### src/hdl/mpp_pkg.sv
// Purpose: Constants and types for the muxed parallel port and flag pins
// Assumes: Single 200 MHz clock, synchronous active-high reset
// Notes:   Control bits are plain ports; no register bus
package mpp_pkg;
    localparam int CTL_EXT_INT0_BIT = 16;
    localparam int CTL_EXT_INT1_BIT = 17;
    localparam int CTL_EXT_INT2_BIT = 18;
    localparam int CTL_TMR_EXP_BIT  = 19;
    localparam int CTL_PFLAG_BIT = 20;
    localparam int CTL_W         = 32;
    localparam int ADDR_W        = 24;
    localparam int DATA_W        = 16;
    localparam int NGSP          = 4;
    localparam int STROBE_NS     = 10;
    localparam int CLK_NS        = 5;
    localparam int STROBE_CYC    = (STROBE_NS + CLK_NS - 1) / CLK_NS;
    localparam logic [1:0] CNT_ONE = 2'h1;

    typedef struct packed {
        logic              wr;
        logic              wide;
        logic [ADDR_W-1:0] addr;
        logic [DATA_W-1:0] data;
    } mpp_req_t;

    typedef struct packed {
        logic [NGSP-1:0] dir_out;
        logic [NGSP-1:0] out_val;
        logic [NGSP-1:0] spi_sel_en;
        logic [NGSP-1:0] spi_sel;
    } mpp_gsp_cfg_t;

    typedef enum logic [2:0] {ST_IDLE, ST_ALE, ST_HOLD, ST_STROBE, ST_DONE} mpp_state_t;
endpackage : mpp_pkg

### src/hdl/mpp_port.sv
// Purpose: Multiplexed 16-line address/data port with flag and signal pin muxing
// Assumes: Pins synchronous to i_clock; testbench resolves tri-state wires
// Notes:   Latch strobe idles at its inactive level, set by i_ale_active_low, except in reset, which drives it low
`timescale 1ns/1ps
module mpp_port
    import mpp_pkg::*;
(
    input  wire logic              i_clock,
    input  wire logic              i_rst,
    input  wire logic [CTL_W-1:0]  i_sys_control,
    input  wire logic              i_port_en,
    input  wire logic              i_ale_active_low,
    input  wire logic              i_spi_boot,
    input  wire logic              i_req_valid,
    input  wire mpp_req_t          i_req,
    output logic                   o_req_ready,
    output logic                   o_rd_valid,
    output logic [DATA_W-1:0]      o_rd_data,
    input  wire logic [DATA_W-1:0] i_ad,
    output logic [DATA_W-1:0]      o_ad,
    output logic [DATA_W-1:0]      o_ad_oe,
    output logic [DATA_W-1:0]      o_ad_pullup_en,
    output logic                   o_rd_n,
    output logic                   o_wr_n,
    output logic                   o_ale,
    input  wire logic [DATA_W-1:0] i_pflag_out,
    input  wire logic [DATA_W-1:0] i_pflag_oe,
    output logic [DATA_W-1:0]      o_pflag_in,
    output logic [DATA_W-1:0]      o_in_port_ch0_data,
    input  wire mpp_gsp_cfg_t      i_gsp_cfg,
    input  wire logic              i_timer_expired,
    input  wire logic [NGSP-1:0]   i_gsp,
    output logic [NGSP-1:0]        o_gsp,
    output logic [NGSP-1:0]        o_gsp_oe,
    output logic [NGSP-1:0]        o_gsp_cond,
    output logic [2:0]             o_irq
);

    // ==========================================================
    // Mode decode
    // ==========================================================
    logic       flag_mode;
    mpp_state_t state;
    mpp_req_t   cur;
    logic [ADDR_W-1:0] last_addr;
    logic       addr_known;
    logic [1:0] cnt;
    logic       addr_change;

    assign flag_mode   = i_sys_control[CTL_PFLAG_BIT] && !i_port_en;
    assign o_req_ready = (state == ST_IDLE) && i_port_en && !flag_mode;

    // Address phase needed when the latched part changes
    always_comb
    begin
        if (cur.wide)
            addr_change = !addr_known || (cur.addr[15:0] != last_addr[15:0]);
        else
            addr_change = !addr_known || (cur.addr[23:8] != last_addr[23:8]);
    end

    // ==========================================================
    // Access sequencer
    // ==========================================================
    always_ff @(posedge i_clock)
    begin
        if (i_rst)
        begin
            state      <= ST_IDLE;
            cur        <= '0;
            last_addr  <= '0;
            addr_known <= 1'b0;
            cnt        <= '0;
        end
        else
        begin
            case (state)
                ST_IDLE:
                begin
                    if (i_req_valid && o_req_ready)
                    begin
                        cur   <= i_req;
                        state <= ST_ALE;
                    end
                end
                ST_ALE:
                begin
                    if (addr_change)
                    begin
                        last_addr  <= cur.addr;
                        addr_known <= 1'b1;
                        state      <= ST_HOLD;
                    end
                    else
                    begin
                        cnt   <= 2'(STROBE_CYC);
                        state <= ST_STROBE;
                    end
                end
                ST_HOLD:
                begin
                    cnt    <= 2'(STROBE_CYC);
                    state  <= ST_STROBE;
                end
                ST_STROBE:
                begin
                    if (cnt == CNT_ONE)
                        state <= ST_DONE;
                    cnt <= cnt - CNT_ONE;
                end
                ST_DONE:
                    state <= ST_IDLE;
                default:
                    state <= ST_IDLE;
            endcase
        end
    end

    // ==========================================================
    // Pin drive: strobes and shared lines
    // ==========================================================
    always_ff @(posedge i_clock)
    begin
        if (i_rst)
        begin
            o_rd_n         <= 1'b1;
            o_wr_n         <= 1'b1;
            o_ale          <= 1'b0;
            o_ad           <= '0;
            o_ad_oe        <= '0;
            o_ad_pullup_en <= '1;
        end
        else
        begin
            o_ad_pullup_en <= '1;
            if (flag_mode)
            begin
                o_rd_n  <= 1'b1;
                o_wr_n  <= 1'b1;
                o_ale   <= i_ale_active_low;
                o_ad    <= i_pflag_out;
                o_ad_oe <= i_pflag_oe;
            end
            else
            begin
                o_ale  <= (state == ST_ALE && addr_change) ^ i_ale_active_low;
                o_rd_n <= !(state == ST_STROBE && !cur.wr);
                o_wr_n <= !(state == ST_STROBE && cur.wr);
                if (state == ST_ALE && addr_change)
                begin
                    o_ad    <= cur.wide ? cur.addr[15:0] : cur.addr[23:8];
                    o_ad_oe <= '1;
                end
                else if (state == ST_HOLD || (state == ST_STROBE && cur.wr))
                begin
                    o_ad    <= cur.wide ? cur.data : {8'h00, cur.data[7:0]};
                    o_ad_oe <= cur.wide ? 16'hffff : 16'h00ff;
                end
                else
                    o_ad_oe <= '0;
            end
        end
    end

    // Read capture at strobe end
    always_ff @(posedge i_clock)
    begin
        if (i_rst)
        begin
            o_rd_valid <= 1'b0;
            o_rd_data  <= '0;
        end
        else
        begin
            o_rd_valid <= (state == ST_STROBE) && (cnt == CNT_ONE) && !cur.wr;
            if ((state == ST_STROBE) && (cnt == CNT_ONE) && !cur.wr)
                o_rd_data <= cur.wide ? i_ad : {8'h00, i_ad[7:0]};
        end
    end

    // Flag inputs and input data port channel zero
    always_ff @(posedge i_clock)
    begin
        if (i_rst)
        begin
            o_pflag_in         <= '0;
            o_in_port_ch0_data <= '0;
        end
        else
        begin
            o_pflag_in <= flag_mode ? i_ad : '0;
            if (flag_mode)
                o_in_port_ch0_data <= i_ad;
        end
    end

    // ==========================================================
    // General signal pins
    // ==========================================================
    logic [NGSP-1:0] alt_in;
    logic [NGSP-1:0] next_gsp;
    logic [NGSP-1:0] next_oe;

    assign alt_in = {1'b0, i_sys_control[CTL_EXT_INT2_BIT], i_sys_control[CTL_EXT_INT1_BIT],
                     i_sys_control[CTL_EXT_INT0_BIT]};

    generate
        for (genvar g = 0; g < NGSP; g++)
        begin : g_gsp
            always_comb
            begin
                if (g == 0 && i_spi_boot)
                begin
                    next_oe[g]  = 1'b1;
                    next_gsp[g] = i_gsp_cfg.spi_sel[g];
                end
                else if (alt_in[g])
                begin
                    next_oe[g]  = 1'b0;
                    next_gsp[g] = 1'b0;
                end
                else if (g == 3 && i_sys_control[CTL_TMR_EXP_BIT])
                begin
                    next_oe[g]  = 1'b1;
                    next_gsp[g] = i_timer_expired;
                end
                else if (i_gsp_cfg.spi_sel_en[g])
                begin
                    next_oe[g]  = 1'b1;
                    next_gsp[g] = i_gsp_cfg.spi_sel[g];
                end
                else
                begin
                    next_oe[g]  = i_gsp_cfg.dir_out[g];
                    next_gsp[g] = i_gsp_cfg.out_val[g];
                end
            end
        end
    endgenerate

    // Registered pin drive, condition and interrupt inputs
    always_ff @(posedge i_clock)
    begin
        if (i_rst)
        begin
            o_gsp      <= '0;
            o_gsp_oe   <= '0;
            o_gsp_cond <= '0;
            o_irq      <= '0;
        end
        else
        begin
            o_gsp      <= next_gsp;
            o_gsp_oe   <= next_oe;
            o_gsp_cond <= i_gsp;
            o_irq      <= i_gsp[2:0] & alt_in[2:0];
        end
    end

    // ==========================================================
    // Checks
    // ==========================================================
    a_flag_strobes_idle: assert property (@(posedge i_clock) disable iff (i_rst)
        $past(flag_mode) && !$past(i_rst) |-> o_rd_n && o_wr_n && (o_ale == $past(i_ale_active_low)))
        else $error("strobe active in flag mode");
    a_rd_strobe_low: assert property (@(posedge i_clock) disable iff (i_rst)
        (state == ST_STROBE && !cur.wr && !flag_mode) |=> !o_rd_n)
        else $error("read strobe not low");
    a_wr_strobe_low: assert property (@(posedge i_clock) disable iff (i_rst)
        (state == ST_STROBE && cur.wr && !flag_mode) |=> !o_wr_n)
        else $error("write strobe not low");
    a_no_rd_wr_both: assert property (@(posedge i_clock) disable iff (i_rst)
        !(!o_rd_n && !o_wr_n))
        else $error("read and write both low");
    a_ale_addr_phase: assert property (@(posedge i_clock) disable iff (i_rst)
        (state == ST_ALE && addr_change && !flag_mode) |=> (o_ale != i_ale_active_low) && (o_ad_oe == 16'hffff))
        else $error("address phase without strobe");
    a_ale_one_cycle: assert property (@(posedge i_clock) disable iff (i_rst)
        (state == ST_HOLD && !flag_mode) |=> (o_ale == $past(i_ale_active_low)))
        else $error("latch strobe too long");
    a_tmr_exp_out: assert property (@(posedge i_clock) disable iff (i_rst)
        i_sys_control[CTL_TMR_EXP_BIT] && !i_spi_boot |=> o_gsp_oe[3] && (o_gsp[3] == $past(i_timer_expired)))
        else $error("timer expiry pin wrong");
    a_irq_pin_input: assert property (@(posedge i_clock) disable iff (i_rst)
        i_sys_control[CTL_EXT_INT1_BIT] |=> !o_gsp_oe[1] && (o_irq[1] == $past(i_gsp[1])))
        else $error("interrupt pin driven");
    a_boot_select: assert property (@(posedge i_clock) disable iff (i_rst)
        i_spi_boot |=> o_gsp_oe[0])
        else $error("boot select not driven");
    a_reset_pins: assert property (@(posedge i_clock)
        $past(i_rst) |-> (o_ad_oe == '0) && o_rd_n && o_wr_n && !o_ale && (o_ad_pullup_en == '1))
        else $error("reset pin state wrong");
    a_in_port_capture: assert property (@(posedge i_clock) disable iff (i_rst)
        flag_mode |=> (o_in_port_ch0_data == $past(i_ad)))
        else $error("input port channel not fed");

    c_read_access:  cover property (@(posedge i_clock) disable iff (i_rst) !o_rd_n ##[1:4] o_rd_valid);
    c_write_access: cover property (@(posedge i_clock) disable iff (i_rst) !o_wr_n);
    c_flag_mode:    cover property (@(posedge i_clock) disable iff (i_rst) flag_mode ##1 o_ad_oe != '0);
    c_skip_ale:     cover property (@(posedge i_clock) disable iff (i_rst) state == ST_ALE && !addr_change);
    c_narrow_ale:   cover property (@(posedge i_clock) disable iff (i_rst) state == ST_ALE && addr_change && !cur.wide);

endmodule : mpp_port

### config.mk
export PLATFORM = sky130hd
export DESIGN_NAME = mpp_port
export DESIGN_NICKNAME = d
export VERILOG_FILES = /design/src/hdl/mpp_pkg.sv /design/src/hdl/mpp_port.sv
export SDC_FILE = /design/constraint.sdc
export NUM_CORES = 1
export LEC_CHECK = 0
export BUFFER_PORTS_ARGS = -buffer_cell sky130_fd_sc_hd__buf_4
export CAP_MARGIN = 20
export CORE_MARGIN = 2
export CORE_UTILIZATION = 37
export CTS_CLUSTER_DIAMETER = 50
export CTS_CLUSTER_SIZE = 14
export DETAILED_ROUTE_END_ITERATION = 10
export PLACE_DENSITY = 0.67
export SYNTH_ARGS = -nofsm -noshare
export SYNTH_HDL_FRONTEND = slang
export SYNTH_SLANG_ARGS = --single-unit
### constraint.sdc
create_clock -name i_clock -period 5.7 [get_ports i_clock]
set_input_delay 1.425 -clock i_clock [delete_from_list [all_inputs] [get_ports i_clock]]
set_output_delay 1.425 -clock i_clock [all_outputs]
set_load 0.01 [all_outputs]
Word level (Yosys, flattened, before mapping)
Index checks and enable logic that the tools add are counted.
{"block": "totals", "reg_bits": 171, "input_bits": 149, "output_inout_bits": 116, "word_cells": 99}
{"block": "op_classes", "add_sub_neg": 1, "eq_ne": 9, "muxes": 32, "bitwise_logic": 3, "n_reduce_logical": 29}
{"cell": "$mux 16", "n": 10}
{"cell": "$ne 16x16->1", "n": 2}
{"cell": "$mux 1", "n": 17}
{"cell": "$pmux 3 s4", "n": 1}
{"cell": "$logic_and 1x1->1", "n": 9}
{"cell": "$reduce_and 2->1", "n": 4}
{"cell": "$reduce_or 2->1", "n": 4}
{"cell": "$eq 3x2->1 const B", "n": 2}
{"cell": "$logic_not 1->1", "n": 6}
{"cell": "$mux 3", "n": 2}
{"cell": "$pmux 2 s3", "n": 1}
{"cell": "$reduce_bool 3->1", "n": 2}
{"cell": "$ne 2x2->1 const B", "n": 2}
{"cell": "$and 3x3->3", "n": 1}
{"cell": "$eq 3x1->1 const B", "n": 1}
{"cell": "$logic_not 3->1", "n": 1}
{"cell": "$logic_or 1x1->1", "n": 3}
{"cell": "$eq 2x1->1 const B", "n": 1}
{"cell": "$mux 2", "n": 1}
{"cell": "$ne 2x1->1 const B", "n": 1}
{"cell": "$sub 2x1->2 const B", "n": 1}
{"cell": "$not 1->1", "n": 1}
{"cell": "$xor 1x1->1", "n": 1}

Longest topological paths before layout
{"block": "logic_depth", "ltp_word": 7, "ltp_mapped": 9}

Least setup slack after synthesis
Ideal clock, no wire load.
{"block": "synth_path", "path_kind": "input to output", "startpoint": "input port i_port_en", "endpoint": "output port o_req_ready", "arrival_ns": 1.758, "slack_ns": 2.517, "stages": 1, "n_path_buf": 0, "path_cell_list": "nor4b_2"}
{"block": "synth_via", "elab_chain_cells": 4, "word_cells_on_any_way": 5, "cone_classes": "reduce/logical: 5"}
{"item": "start, declared", "line_no": "mpp_port.sv:11", "text": "input wire logic i_port_en,"}
{"item": "$logic_not 1->1", "line_no": "mpp_port.sv:50", "text": "assign flag_mode = i_sys_control[CTL_PFLAG_BIT] && !i_port_en;"}
{"item": "$logic_and 1x1->1", "line_no": "mpp_port.sv:50"}
{"item": "$logic_not 1->1", "line_no": "mpp_port.sv:51", "text": "assign o_req_ready = (state == ST_IDLE) && i_port_en && !flag_mode;"}
{"item": "$logic_and 1x1->1 (*)", "line_no": "mpp_port.sv:51"}
{"item": "end, declared", "line_no": "mpp_port.sv:16", "text": "output logic o_req_ready,"}
Mark *: on every way between the ends. The rest lies on a longest branch, timed or not.

Worst setup path after layout
Same ends and word-level chain as after synthesis.

==> impl_metrics.env <==
export IMPL_status="completed"
export IMPL_critPathKind="in2out"
export IMPL_synth_area_leaders="dfxtp_1, nand2_1, a21oi_1"
export IMPL_area_delta_synth_final_pct=35.4
export IMPL_fin_setup_tns_ns=0
export IMPL_post_cts_resized=0
export IMPL_die_w_um=139
export IMPL_cts_root_buffer="clkbuf_16"
export IMPL_yosysWarnings=0
export IMPL_clockBufferDepth=2
export IMPL_drive_above_1_share=0.277
export IMPL_stdcell_count=1244
export IMPL_hold_buffers=0
export IMPL_power_density_mw_per_mm2=336
export IMPL_cp_start_kind="input port"
export IMPL_dr_total_vias=6125
export IMPL_hold_viol=0
export IMPL_worst_pin_slew_ns=0.919
export IMPL_die_area_sq_mm=0.0192
export IMPL_rsz0062_at_grt="no"
export IMPL_finalCriticalPeriod_ns=3.49
export IMPL_start_util=0.375
export IMPL_place_gp_congestion=0.839
export IMPL_ys_types=53
export IMPL_grt_pass1_vias=5668
export IMPL_viasPerCell=4.92
export IMPL_synth_ff_type="dfxtp_1"
export IMPL_die_h_um=139
export IMPL_min_path_type="reg2reg"
export IMPL_max_cap_viol_count=0
export IMPL_yosys_area_top_type_share=0.510
export IMPL_routed_wl_um=19400
export IMPL_cts_tree="built"
export IMPL_path_cells="buf_4, nor4b_2, buf_4"
export IMPL_leakage_nw=3.78
export IMPL_io_buffers=221
export IMPL_yosys_area_top_type="dfxtp_1"
export IMPL_placed_cells=1210
export IMPL_ant_nets=0
export IMPL_ir_drop_mv=0.225
export IMPL_arrival_ns=2.07
export IMPL_syn_area_sq_mm=0.00672
export IMPL_clk_pin_slew_ns=0.07
export IMPL_row_count=49
export IMPL_grt_pass1_wl_um=30600
export IMPL_remaining_drc_errors=0
export IMPL_ys_seq_area_frac=0.510
export IMPL_crit_buf_inv=2
export IMPL_ios=265
export IMPL_htree_num_levels=4
export IMPL_relSlewSlack=0.385
export IMPL_clk_latency_ns=0.43
export IMPL_cts_sinks=171
export IMPL_synth_area_per_cell_sq_um=8.32
export IMPL_wl_per_cell_um=15.6
export IMPL_grt_overflow=0
export IMPL_drt_initial_drc_count=318
export IMPL_fmax_ghz=0.286
export IMPL_nNetsFinal=1151
export IMPL_worst_path_max_delay_cell="nor4b_2"
export IMPL_drv_slew=0
export IMPL_antenna_found_initial=1
export IMPL_post_cts_setup_buffer_count=0
export IMPL_fp_coreArea_sq_mm=0.0179
export IMPL_setup_violations=0
export IMPL_required_ns=4.28
export IMPL_fin_skew_ns=0.00865
export IMPL_grt_use_total=0.200
export IMPL_async_reset_ff_frac=0
export IMPL_ys_ff_latch=171
export IMPL_synth_edff_count=0
export IMPL_drtPass1Iterations=5
export IMPL_slowest_delay_ns=0.33
export IMPL_syn_inst=807
export IMPL_cts_buffers=17
export IMPL_path_common_cell="buf_4"
export IMPL_path_delay_family="simple AND/OR/NAND/NOR gates"
export IMPL_grt_max_degree=72
export IMPL_period_share=0.613
export IMPL_critPathCaptureType="primary output"
export IMPL_cp_max_fo=3
export IMPL_hpwlAfterDp_um=13500
-- logic make-up (layout without fill, tap and decap cells) --
family / count (synthesis) / after routing / synth area share
simple gates: 344 / 344 / 0.220
compound gates: 175 / 175 / 0.154
flops: 171 / 171 / 0.510
buf+inv: 73 / 265 / 0.0542
xor+xnor: 24 / 24 / 0.0313
mux: 18 / 18 / 0.0279
fa+ha+maj: 1 / 1 / 0.00186
other cells: 1 / 17 / 0.000558
-- registers in the layout (all words and copies together) (netlist names), 16 cells and up --
signal              cells
cur                    42
last_addr              24
o_ad                   16
o_ad_oe                16
o_in_port_ch0_data     16
o_pflag_in             16
o_rd_data              16
-- cell usage after synthesis, drive strengths merged, types with 2 or more instances --
cell type / instances
nand2: 209
dfxtp: 171
a21oi: 107
nor2: 64
clkbuf: 40
buf: 31
xnor2: 22
nand3: 17
and3: 16
o21ai: 14
mux2i: 12
o21a: 9
a22oi: 8
a31oi: 8
nor3: 8
and2: 7
o221ai: 7
mux2: 6
nor2b: 6
a221oi: 5
nand4: 4
a32oi: 3
o22ai: 3
o31ai: 3
or2: 3
a21o: 2
inv: 2
nor3b: 2
nor4: 2
nor4b: 2
or3: 2
xor2: 2
-- report_power, final --
part / leakage [nW] / internal [mW] / switching [mW]
sequential: 1.39 / 1.27 / 0.0504
clock: 0.311 / 0.722 / 0.523
combinational: 2.07 / 0.212 / 0.276
total: 3.78 / 2.20 / 0.850
-- per-layer routing --
metal	GRT usage	part of all wire	vias up
met2	0.322	0.47	210
met3	0.0425	0.065	19
met5	0	0	-
met1	0.266	0.45	2823
li1	-	-	3073
met4	0.0718	0.015	0
-- cells in the final DEF (no fill, tap or decap), types with 2 or more instances in the layout --
master / netlist / final
xor2_1: 2 / 2
or2_1: 2 / 2
a22oi_1: 8 / 8
a21oi_1: 107 / 107
o31ai_1: 3 / 3
dfxtp_1: 171 / 171
and3_1: 16 / 16
clkbuf_16: 0 / 17
and2_1: 6 / 6
o22ai_1: 3 / 3
nand3_1: 17 / 17
mux2_2: 6 / 6
a31oi_1: 8 / 8
bufinv_16: 0 / 3
inv_1: 2 / 2
conb_1: 1 / 16
buf_4: 17 / 230
inv_8: 0 / 3
or3_1: 2 / 2
nor2_1: 64 / 64
a32oi_1: 3 / 3
nor3b_1: 2 / 2
nand2_1: 209 / 208
o21ai_0: 11 / 11
nor2b_1: 6 / 5
o221ai_1: 7 / 7
inv_6: 0 / 5
xnor2_1: 22 / 22
nor3_1: 8 / 8
mux2i_1: 12 / 12
o21a_1: 9 / 9
nand4_1: 4 / 4
a221oi_1: 5 / 5
o21ai_2: 2 / 2
-- layout make-up --
class                           instances  area, sq um
Antenna cell                            1         2.50
Sequential cell                       171         3420
Timing Repair Buffer                  231         1730
Tap cell                              229          287
Inverter                                2         7.51
Clock buffer                           18          439
Fill cell                            1745         8810
Multi-Input combinational cell        578         3000
Clock inverter                         14          200
-- worst paths after layout --
| kind | start | end | slack [ns] | cells after the start |
|---|---|---|---|---|
| max | i_port_en | o_req_ready | 2.21 | 3 |
| min | o_rd_data[11]$_SDFFE_PP0P_ | o_rd_data[11]$_SDFFE_PP0P_ | 0.45 | 2 |
| min reg2reg | o_rd_data[11]$_SDFFE_PP0P_ | o_rd_data[11]$_SDFFE_PP0P_ | 0.45 | 2 |
| max reg2reg | cur[40]$_SDFFE_PP0P_ | o_ad_oe[4]$_SDFF_PP0_ | 3.02 | 7 |
-- tightest hold or removal path, delay by kind of cell, from the launching register on --
family           cells  cell delay (ns)
flip-flops           1             0.31
AND/OR/NAND/NOR      1             0.05
AO/OA/AOI/OAI        1             0.05
-- per-stage QoR --
stage               hold slack (ns)  setup slack (ns)   util  power, mW  cell area [sq um]
finish                        0.454              2.21  0.508       3.05               9090
CTS                           0.457              2.20  0.507       3.07               9080
global route                  0.478              2.15  0.508       3.18               9090
detailed placement            0.448              2.06  0.471       1.83               8440
global placement              0.440              2.03  0.471       1.83               8440
floorplan                     0.409              2.52      -       1.63               6770
Note: power is estimated with default switching activity, not from simulation.
